**src/rtl/adc_pkg.sv**
```systemverilog
// Shared constants and carrier types for the converter output interface
package adc_pkg;
  // Width of the parallel sample word
  localparam int CODE_W = 12;
  // Width of the quantiser input level from the front end
  localparam int ANALOG_W = 14;
  // Signed limits of the convertible range
  localparam int LEVEL_MAX = 2047;
  localparam int LEVEL_MIN = -2048;
  // Default pipeline latency in encode cycles
  localparam int PIPE_LATENCY = 5;
  // Depth of the output buffer
  localparam int BUF_DEPTH = 2;
  // Offset binary codes at the ends of the range
  localparam logic [CODE_W-1:0] CODE_FULL = 12'hfff;
  localparam logic [CODE_W-1:0] CODE_ZERO = 12'h000;
  // Toggling this bit maps offset binary to two's complement
  localparam logic [CODE_W-1:0] MSB_MASK = 12'h800;
  // Output reset values
  localparam logic [CODE_W-1:0] WORD_RESET = 12'h000;
  localparam logic LEVEL_RESET = 1'b0;

  // One conversion result: offset binary code plus range flag
  typedef struct packed {
    logic over;
    logic [CODE_W-1:0] code;
  } sample_s;
endpackage

```
**src/rtl/sample_buffer.sv**
```systemverilog
// Small valid/ready buffer between the pipeline and the output stage
`timescale 1ns/100ps
module sample_buffer #(
  parameter int WIDTH = 13,
  parameter int DEPTH = 2
) (
  input wire logic ref_clk_i,
  input wire logic nrst_i,
  input wire logic in_valid_i,
  output logic in_ready_o,
  input wire logic [WIDTH-1:0] in_data_i,
  output logic out_valid_o,
  input wire logic out_ready_i,
  output logic [WIDTH-1:0] out_data_o
);
  localparam int PW = (DEPTH > 1) ? $clog2(DEPTH) : 1;

  // Elaboration check: an empty or zero-width buffer cannot hold a word
  if (DEPTH < 1 || WIDTH < 1) begin : size_check
    $error("sample_buffer needs positive width and depth");
  end

  logic [WIDTH-1:0] mem_reg [DEPTH];
  logic [PW-1:0] wr_ptr_reg;
  logic [PW-1:0] rd_ptr_reg;
  logic [PW:0] count_reg;
  logic push;
  logic pop;

  // Wrap an index at the buffer depth, which need not be a power of two
  function automatic logic [PW-1:0] bump(input logic [PW-1:0] p);
    return (p == PW'(DEPTH - 1)) ? '0 : PW'(p + 1'b1);
  endfunction

  // Honest flags from the occupancy count
  assign in_ready_o = (count_reg != (PW+1)'(DEPTH));
  assign out_valid_o = (count_reg != '0);
  assign push = in_valid_i && in_ready_o;
  assign pop = out_valid_o && out_ready_i;
  assign out_data_o = mem_reg[rd_ptr_reg];

  // Storage written only on an accepted word
  always_ff @(posedge ref_clk_i) begin
    if (push) begin
      mem_reg[wr_ptr_reg] <= in_data_i;
    end
  end

  // Pointers and occupancy
  always_ff @(posedge ref_clk_i or negedge nrst_i) begin
    if (!nrst_i) begin
      wr_ptr_reg <= '0;
      rd_ptr_reg <= '0;
      count_reg <= '0;
    end else begin
      if (push) begin
        wr_ptr_reg <= bump(wr_ptr_reg);
      end
      if (pop) begin
        rd_ptr_reg <= bump(rd_ptr_reg);
      end
      count_reg <= (PW+1)'(count_reg + push - pop);
    end
  end
endmodule

```
**src/rtl/adc_output_interface.sv**
```systemverilog
// Converter digital interface: encode sampling, pipeline, format and data-ready clock
`timescale 1ns/100ps
module adc_output_interface #(
  parameter int LATENCY = adc_pkg::PIPE_LATENCY,
  parameter int DEPTH = adc_pkg::BUF_DEPTH
) (
  input wire logic ref_clk_i,
  input wire logic nrst_i,
  input wire logic encode_clock_in_i,
  input wire logic output_format_select_i,
  input wire logic signed [adc_pkg::ANALOG_W-1:0] analog_level_i,
  output logic data_ready_clock_o,
  output logic [adc_pkg::CODE_W-1:0] sample_word_o,
  output logic overrange_flag_o
);
  localparam int SW = $bits(adc_pkg::sample_s);

  // Elaboration checks: the pipeline needs a stage, the buffer two slots
  if (LATENCY < 1) begin : lat_check
    $error("LATENCY must be at least one encode cycle");
  end
  if (DEPTH < 2) begin : depth_check
    $error("DEPTH must hold at least two words");
  end

  // Synchronisers for the pin inputs
  logic enc_meta_reg;
  logic enc_sync_reg;
  logic enc_prev_reg;
  logic fmt_meta_reg;
  logic fmt_sync_reg;
  // Data-ready clock and its one-cycle history
  logic data_ready_reg;
  logic dr_prev_reg;
  // Pipeline stages
  adc_pkg::sample_s pipe_reg [LATENCY];
  logic [LATENCY-1:0] pipe_valid_reg;
  // Output registers
  logic [adc_pkg::CODE_W-1:0] word_reg;
  logic over_reg;
  // Edge events and buffer handshakes
  logic enc_rise;
  logic dr_fell;
  logic advance;
  logic buf_in_ready;
  logic buf_out_valid;
  logic buf_out_ready;
  logic [SW-1:0] buf_out_data;
  adc_pkg::sample_s head;

  // Quantise a front-end level into an offset binary code with range flag
  function automatic adc_pkg::sample_s quantise(
    input logic signed [adc_pkg::ANALOG_W-1:0] lvl
  );
    adc_pkg::sample_s s;
    s.over = 1'b0;
    s.code = adc_pkg::CODE_W'(lvl) ^ adc_pkg::MSB_MASK;
    if (lvl > adc_pkg::LEVEL_MAX) begin
      s.over = 1'b1;
      s.code = adc_pkg::CODE_FULL;
    end else if (lvl < adc_pkg::LEVEL_MIN) begin
      s.over = 1'b1;
      s.code = adc_pkg::CODE_ZERO;
    end
    return s;
  endfunction

  // Apply the selected output format to an offset binary code
  function automatic logic [adc_pkg::CODE_W-1:0] apply_format(
    input logic [adc_pkg::CODE_W-1:0] code,
    input logic offset_bin
  );
    return offset_bin ? code : (code ^ adc_pkg::MSB_MASK);
  endfunction

  // Two-stage synchronisers; the encode pin is a plain sampled level here
  always_ff @(posedge ref_clk_i or negedge nrst_i) begin
    if (!nrst_i) begin
      enc_meta_reg <= 1'b0;
      enc_sync_reg <= 1'b0;
      fmt_meta_reg <= 1'b0;
      fmt_sync_reg <= 1'b0;
    end else begin
      enc_meta_reg <= encode_clock_in_i;
      enc_sync_reg <= enc_meta_reg;
      fmt_meta_reg <= output_format_select_i;
      fmt_sync_reg <= fmt_meta_reg;
    end
  end

  // Edge history and the delayed copy driven out as the data-ready clock
  always_ff @(posedge ref_clk_i or negedge nrst_i) begin
    if (!nrst_i) begin
      enc_prev_reg <= 1'b0;
      data_ready_reg <= 1'b0;
      dr_prev_reg <= 1'b0;
    end else begin
      enc_prev_reg <= enc_sync_reg;
      data_ready_reg <= enc_prev_reg;
      dr_prev_reg <= data_ready_reg;
    end
  end

  assign enc_rise = enc_sync_reg && !enc_prev_reg;
  assign dr_fell = dr_prev_reg && !data_ready_reg;
  assign data_ready_clock_o = data_ready_reg;

  // Pipeline steps once per encode rise; holds if the buffer cannot accept
  assign advance = enc_rise && (!pipe_valid_reg[LATENCY-1] || buf_in_ready);

  // Sample word pipeline, a fixed number of encode cycles deep
  always_ff @(posedge ref_clk_i) begin
    if (advance) begin
      pipe_reg[0] <= quantise(analog_level_i);
      for (int i = 1; i < LATENCY; i++) begin
        pipe_reg[i] <= pipe_reg[i-1];
      end
    end
  end

  // Stage valid bits fill after reset so no stale word is shown
  always_ff @(posedge ref_clk_i or negedge nrst_i) begin
    if (!nrst_i) begin
      pipe_valid_reg <= '0;
    end else if (advance) begin
      pipe_valid_reg <= LATENCY'({pipe_valid_reg, 1'b1});
    end
  end

  // DEPTH-entry buffer, two by default, absorbs the gap between the encode rise and the fall
  sample_buffer #(
    .WIDTH(SW),
    .DEPTH(DEPTH)
  ) u_buffer (
    .ref_clk_i(ref_clk_i),
    .nrst_i(nrst_i),
    .in_valid_i(advance && pipe_valid_reg[LATENCY-1]),
    .in_ready_o(buf_in_ready),
    .in_data_i(pipe_reg[LATENCY-1]),
    .out_valid_o(buf_out_valid),
    .out_ready_i(buf_out_ready),
    .out_data_o(buf_out_data)
  );

  // Drained only at a data-ready fall, one word per period
  assign buf_out_ready = dr_fell;
  assign head = adc_pkg::sample_s'(buf_out_data);

  // Output word and flag change only in the cycle after the fall
  always_ff @(posedge ref_clk_i or negedge nrst_i) begin
    if (!nrst_i) begin
      word_reg <= adc_pkg::WORD_RESET;
      over_reg <= adc_pkg::LEVEL_RESET;
    end else if (dr_fell && buf_out_valid) begin
      word_reg <= apply_format(head.code, fmt_sync_reg);
      over_reg <= head.over;
    end
  end

  assign sample_word_o = word_reg;
  assign overrange_flag_o = over_reg;
endmodule

```
**config.mk**
```make
export PLATFORM = sky130hd
export DESIGN_NAME = adc_output_interface
export DESIGN_NICKNAME = d
export VERILOG_FILES = /design/src/rtl/adc_pkg.sv /design/src/rtl/sample_buffer.sv /design/src/rtl/adc_output_interface.sv
export SDC_FILE = /design/constraint.sdc
export NUM_CORES = 1
export LEC_CHECK = 0
export BUFFER_PORTS_ARGS = -buffer_cell sky130_fd_sc_hd__buf_2
export CAP_MARGIN = 10
export CELL_PAD_IN_SITES_DETAIL_PLACEMENT = 2
export CELL_PAD_IN_SITES_GLOBAL_PLACEMENT = 2
export CORE_ASPECT_RATIO = 0.9
export CORE_MARGIN = 4
export CORE_UTILIZATION = 45
export CTS_CLUSTER_SIZE = 8
export DETAILED_ROUTE_END_ITERATION = 10
export HOLD_SLACK_MARGIN = 0.08
export MAX_ROUTING_LAYER = met4
export PLACE_DENSITY = 0.81
export SYNTH_ARGS = -nofsm -noshare
export SYNTH_HDL_FRONTEND = slang
export SYNTH_SLANG_ARGS = --single-unit
```
**constraint.sdc**
```tcl
create_clock -name ref_clk_i -period 2.6 [get_ports ref_clk_i]
set_input_delay 0.39 -clock ref_clk_i [delete_from_list [all_inputs] [get_ports ref_clk_i]]
set_output_delay 0.39 -clock ref_clk_i [all_outputs]
set_load 0.01 [all_outputs]
```
Word level (Yosys, flattened, before mapping)
Memory sizes are Yosys's and may differ from the RTL's.
Index checks and enable logic that the tools add are counted.
W data, S select, Z words.
{"block": "totals", "elab_cells": 45, "ram_bits": 91, "output_inout_bits": 14, "memories": 2, "register_bits": 29}
{"name": "pipe_reg", "words": 5, "width": 13, "rd": 5, "rd_ports_with_merged_regs": 0, "wr": 5, "line_no": "adc_output_interface.sv:36", "source": "adc_pkg::sample_s pipe_reg [LATENCY];"}
{"name": "u_buffer.mem_reg", "words": 2, "width": 13, "rd": 1, "rd_ports_with_merged_regs": 0, "wr": 1, "line_no": "sample_buffer.sv:23", "source": "logic [WIDTH-1:0] mem_reg [DEPTH];"}
{"block": "classes", "n_addsub": 4, "magnitude_cmp": 2, "bitwise": 2, "n_reduce_logical": 11, "muxes": 10, "n_eq_ne": 1}
{"cell": "$mux W13", "n": 3}
{"cell": "$gt A14 B12 Y1 const B", "n": 1}
{"cell": "$lt A14 B12 Y1 const B", "n": 1}
{"cell": "$mux W12", "n": 1}
{"cell": "$logic_and A1 B1 Y1", "n": 6}
{"cell": "$mux W1", "n": 6}
{"cell": "$logic_not A1 Y1", "n": 3}
{"cell": "$add A1 B1 Y1 const B", "n": 2}
{"cell": "$add A2 B1 Y2", "n": 1}
{"cell": "$ne A2 B2 Y1 const B", "n": 1}
{"cell": "$not A1 Y1", "n": 2}
{"cell": "$reduce_bool A2 Y1", "n": 1}
{"cell": "$sub A2 B1 Y2", "n": 1}
{"cell": "$logic_or A1 B1 Y1", "n": 1}

Logic depth before layout (Yosys ltp)
{"block": "logic_depth", "depth_word": 7, "ltp_mapped": 9, "ltp_nobuf": 8}

Cells and area by module
From an unflattened synthesis, not the netlist that was laid out.
{"block": "hier_totals", "cells_unflattened": 234, "hier_area_um2": 4315.4}
{"mod": "adc_output_interface", "cells_each": 172, "area_each_um2": 3161.8, "seq_area_each_um2": 2577.5, "instances": 1}
{"mod": "sample_buffer", "cells_each": 62, "area_each_um2": 1153.6, "seq_area_each_um2": 880.8, "instances": 1}

Worst setup path after synthesis
OpenSTA, ideal clock, no wires.
{"block": "synth_path", "path_kind": "reg2reg", "startpoint": "reg enc_prev_reg", "endpoint": "mem pipe_reg[0][0] in the netlist's numbering (enable)", "path_stages_with_launch": 4, "setup_slack_ps": 244, "synth_period_minus_slack_ps": 2356, "required_time_ps": 2181, "arrival_ps": 1937, "setup_ps": 419, "n_path_buf": 0, "path_cell_list": "dfrtp_1 > nor2b_1 > nand2_1 > inv_1"}
{"element": "start: declaration", "line_no": "adc_output_interface.sv:29", "source": "logic enc_prev_reg;"}
{"element": "start signal: assignment", "line_no": "adc_output_interface.sv:98", "source": "enc_prev_reg <= enc_sync_reg;"}
{"element": "end: declaration", "line_no": "adc_output_interface.sv:36"}

Worst setup path after layout
{"block": "layout_path", "startpoint": "reg u_buffer.count_reg[1]", "endpoint": "reg u_buffer.count_reg[1]"}
{"block": "layout_between", "elab_cells_between_ends": 9, "classes_between": "add/sub: 2; eq/ne: 1; reduce/logical: 6"}
{"element": "start: declaration", "line_no": "sample_buffer.sv:26", "source": "logic [PW:0] count_reg;"}
{"element": "start signal: assignment", "line_no": "sample_buffer.sv:62", "source": "count_reg <= (PW+1)'(count_reg + push - pop);"}
{"element": "$reduce_bool A2 Y1", "line_no": "sample_buffer.sv:37", "source": "assign out_valid_o = (count_reg != '0);"}
{"element": "$logic_and A1 B1 Y1", "line_no": "sample_buffer.sv:39", "source": "assign pop = out_valid_o && out_ready_i;"}
{"element": "net u_buffer.pop", "line_no": "sample_buffer.sv:28", "source": "logic pop;"}
{"element": "$sub A2 B1 Y2", "line_no": "sample_buffer.sv:62"}
The timed path passes the listed nets, and every way through them passes these cells.
A chain may end at the register's enable or synchronous reset.

==> flow_metrics.env <==
export IMPL_die_area_mm2=0.0111
export IMPL_worst_pin_slew_ps=815
export IMPL_rr_worst_depth=8
export IMPL_finalClockSkew_ps=11.0
export IMPL_clock_power_share_pct=38.8
export IMPL_cp_start_kind="flop"
export IMPL_cp_max_fo=15
export IMPL_outcome="completed"
export IMPL_clk_pin_slew_worst_paths_ps=60
export IMPL_synth_commonest_cells="edfxtp_1 (91), dfrtp_1 (29), nand2_1 (23), mux2_2 (19), nor2_1 (12)"
export IMPL_antennaDiodeCount=0
export IMPL_cts_sinks=120
export IMPL_place_ws_ps=663
export IMPL_dp_hpwl_um=4980
export IMPL_muxShareOfSynthArea_pct=8.39
export IMPL_cts_tree="yes"
export IMPL_hold_class="primary input to flop"
export IMPL_drv_slew=0
export IMPL_cp_num_buf_inv=3
export IMPL_post_route_min_period_ps=1930
export IMPL_arrival_ps=2350
export IMPL_synth_top_family_by_area="multiplexers"
export IMPL_synthToLayoutAreaGrowth_pct=20.2
export IMPL_vias=2026
export IMPL_whs_ps=240
export IMPL_rows=33
export IMPL_finish_instance_area_mm2=0.00514
export IMPL_hold_viol_final=0
export IMPL_vias_per_cell=4.94
export IMPL_drive_gt1_share_pct=31.9
export IMPL_fin_crit_sh_pct=74.4
export IMPL_crit_slowest_cell="dfrtp_1"
export IMPL_htree_levels=4
export IMPL_drv_cap=0
export IMPL_grt_start_max_net_pins=66
export IMPL_power_share_sequential_pct=47.6
export IMPL_setup_viol=0
export IMPL_p_per_area_mw_per_mm2=1100
export IMPL_holdPathStages=3
export IMPL_avgSynthCellArea_um2=18.8
export IMPL_fp_dieW_um=111
export IMPL_cp_top_family="adder cells"
export IMPL_cp_depth=8
export IMPL_cpPeakStageDelay_ps=450
export IMPL_netlist_instances=228
export IMPL_drc=0
export IMPL_clock_fmax_mhz=517
export IMPL_nets=295
export IMPL_grt_pass1_wl_um=13700
export IMPL_worstSetupPathType="flop to flop"
export IMPL_largest_reg_flops=65
export IMPL_yosysUniqueCellTypes=25
export IMPL_yosys_area_share_adder_pct=0.585
export IMPL_synthTopCellsByArea="edfxtp_1 (64%), dfrtp_1 (17%), mux2_2 (5.0%)"
export IMPL_synth_top_area_share_pct=63.9
export IMPL_yosys_warnings=0
export IMPL_clock_path_buffers=2
export IMPL_die_y_um=101
export IMPL_core_area_mm2=0.00921
export IMPL_synth_simple_gate_area_share_pct=4.27
export IMPL_final_util_pct=55.9
export IMPL_endpoint_kind="flop"
export IMPL_p_sw_share_pct=25.1
export IMPL_route_final_wire_length_um=8680
export IMPL_gp_congestion=0.673
export IMPL_worstPathRequired_ps=3020
export IMPL_drtIter0Drc=72
export IMPL_drtAntennaViolNets=0
export IMPL_synth_ff_type="edfxtp_1"
export IMPL_maxSlewHeadroom_pct=45.7
export IMPL_grt_pass1_vias=2328
export IMPL_initial_utilization_pct=46.5
export IMPL_yosysTopAreaCell="edfxtp_1"
export IMPL_port_buffers=31
export IMPL_ys_ff_latch=120
export IMPL_clk_latency_ps=510
export IMPL_first_pass_iters=4
export IMPL_fillers=813
export IMPL_synth_most_common_cell="edfxtp_1"
export IMPL_overflow=0
export IMPL_rsz0062_at_grt="no"
export IMPL_worst_ir_drop_vdd_uv=547
export IMPL_finalSetupTns_ps=0
export IMPL_p_leak_uw=0.00194
export IMPL_intPower_uw=4250
export IMPL_syn_cell_area_mm2=0.00428
export IMPL_synth_xor_area_share_pct=1.02
export IMPL_synth_edf_count=91
export IMPL_antenna_found_initial=0
export IMPL_numCtsBuffers=17
export IMPL_syn_num_nets=248
export IMPL_synth_compound_area_share_pct=2.87
export IMPL_netSwitchingPower_uw=1430
export IMPL_placed_area_mm2=0.00456
export IMPL_crit_path_cell_trace="o211ai_2 -> buf_4 -> inv_1 -> ha_1 -> inv_1 -> ha_1 -> xnor2_1 -> xnor2_1"
export IMPL_track_usage_pct=17.6
export IMPL_p_comb_share_pct=13.6
export IMPL_worst_slack_ps=666
export IMPL_clockRootBuffer="clkbuf_8"
export IMPL_wl_per_cell_um=21.2
export IMPL_num_io_pins=32
export IMPL_synthArstFlopShare_pct=24.2
export IMPL_yosysSeqAreaShare_pct=80.8
[placed cells by master, fill, tap and decap left out, types with 3 or more instances in the layout]
master,count
edfxtp_1,91
buf_2,31
dfrtp_1,29
nand2_1,23
mux2_2,19
clkbuf_16,16
nor2_1,12
o2bb2ai_1,11
mux2_4,9
inv_1,5
clkinv_2,5
clkbuf_1,4
xnor2_1,3
clkbuf_8,3
dlygate4sd3_1,3
[worst paths after layout]
check                                      startpoint               endpoint  slack [ps]
worst min-delay path                analog_level_i[7]         pipe_reg[0][7]         240
worst max-delay path            u_buffer.count_reg[1]  u_buffer.count_reg[1]         670
max in group asynchronous                      nrst_i      pipe_valid_reg[3]        1700
worst max register to register  u_buffer.count_reg[1]  u_buffer.count_reg[1]         670
min in group asynchronous                      nrst_i            dr_prev_reg         460
worst min register to register           fmt_meta_reg           fmt_sync_reg         390
[what timing repair did]
| item | 4_1_cts | 5_1_grt |
|---|---|---|
| buffers inserted | 0 | 0 |
| endpoints found under the hold margin | 31 | 0 |
| hold buffers | 3 | 0 |
| gates resized for setup | 0 | 0 |
[metrics by stage]
step                      std cells  power [uW]
after floorplan                 228        3180
after global placement          375        3350
after detailed placement        375        3460
after CTS                       410        5760
after global routing            410        5950
final                           410        5670
[power by group through the flow]
stage | Clock (uW) | Sequential [uW] | Combinational [uW]
after floorplan | 0 | 2650 | 525
after global placement | 0 | 2650 | 700
after detailed placement | 0 | 2710 | 749
after CTS | 2260 | 2710 | 793
after global routing | 2380 | 2730 | 838
final | 2200 | 2700 | 772
[worst reg2reg max path, delay by kind of cell (launching register included)]
family	cells	cell delay (ps)
fa+ha+maj	2	480
flops	1	450
buf+inv	3	410
xor+xnor	2	360
compound gates	1	160
[cell type report]
| type | count | area (um2) | area share, % |
|---|---|---|---|
| multi-input combinational | 93 | 733 | 14.3 |
| clock buffer | 23 | 457 | 8.88 |
| clock inverter | 9 | 100 | 1.95 |
| timing repair buffer | 37 | 220 | 4.28 |
| sequential | 120 | 3460 | 67.2 |
| tap | 122 | 153 | 2.97 |
| inverter | 6 | 22.5 | 0.438 |
[logic make-up (layout without fill, tap and decap cells)]
group / Yosys count / in the layout
buf+inv: 15 / 75
fa+ha+maj: 2 / 2
xor+xnor: 5 / 5
compound gates: 14 / 14
flops: 120 / 120
mux: 29 / 29
simple gates: 43 / 43
[layer usage]
layer / vias to the layer above / track usage, % / wire [um]
met5: - / - / 0
li1: 939 / - / -
met2: 44 / 29.9 / 4680
met3: 13 / 4.44 / 285
met1: 1030 / 19.4 / 3560
met4: 0 / 8.81 / 155
Power figures use the tool's default switching activity.
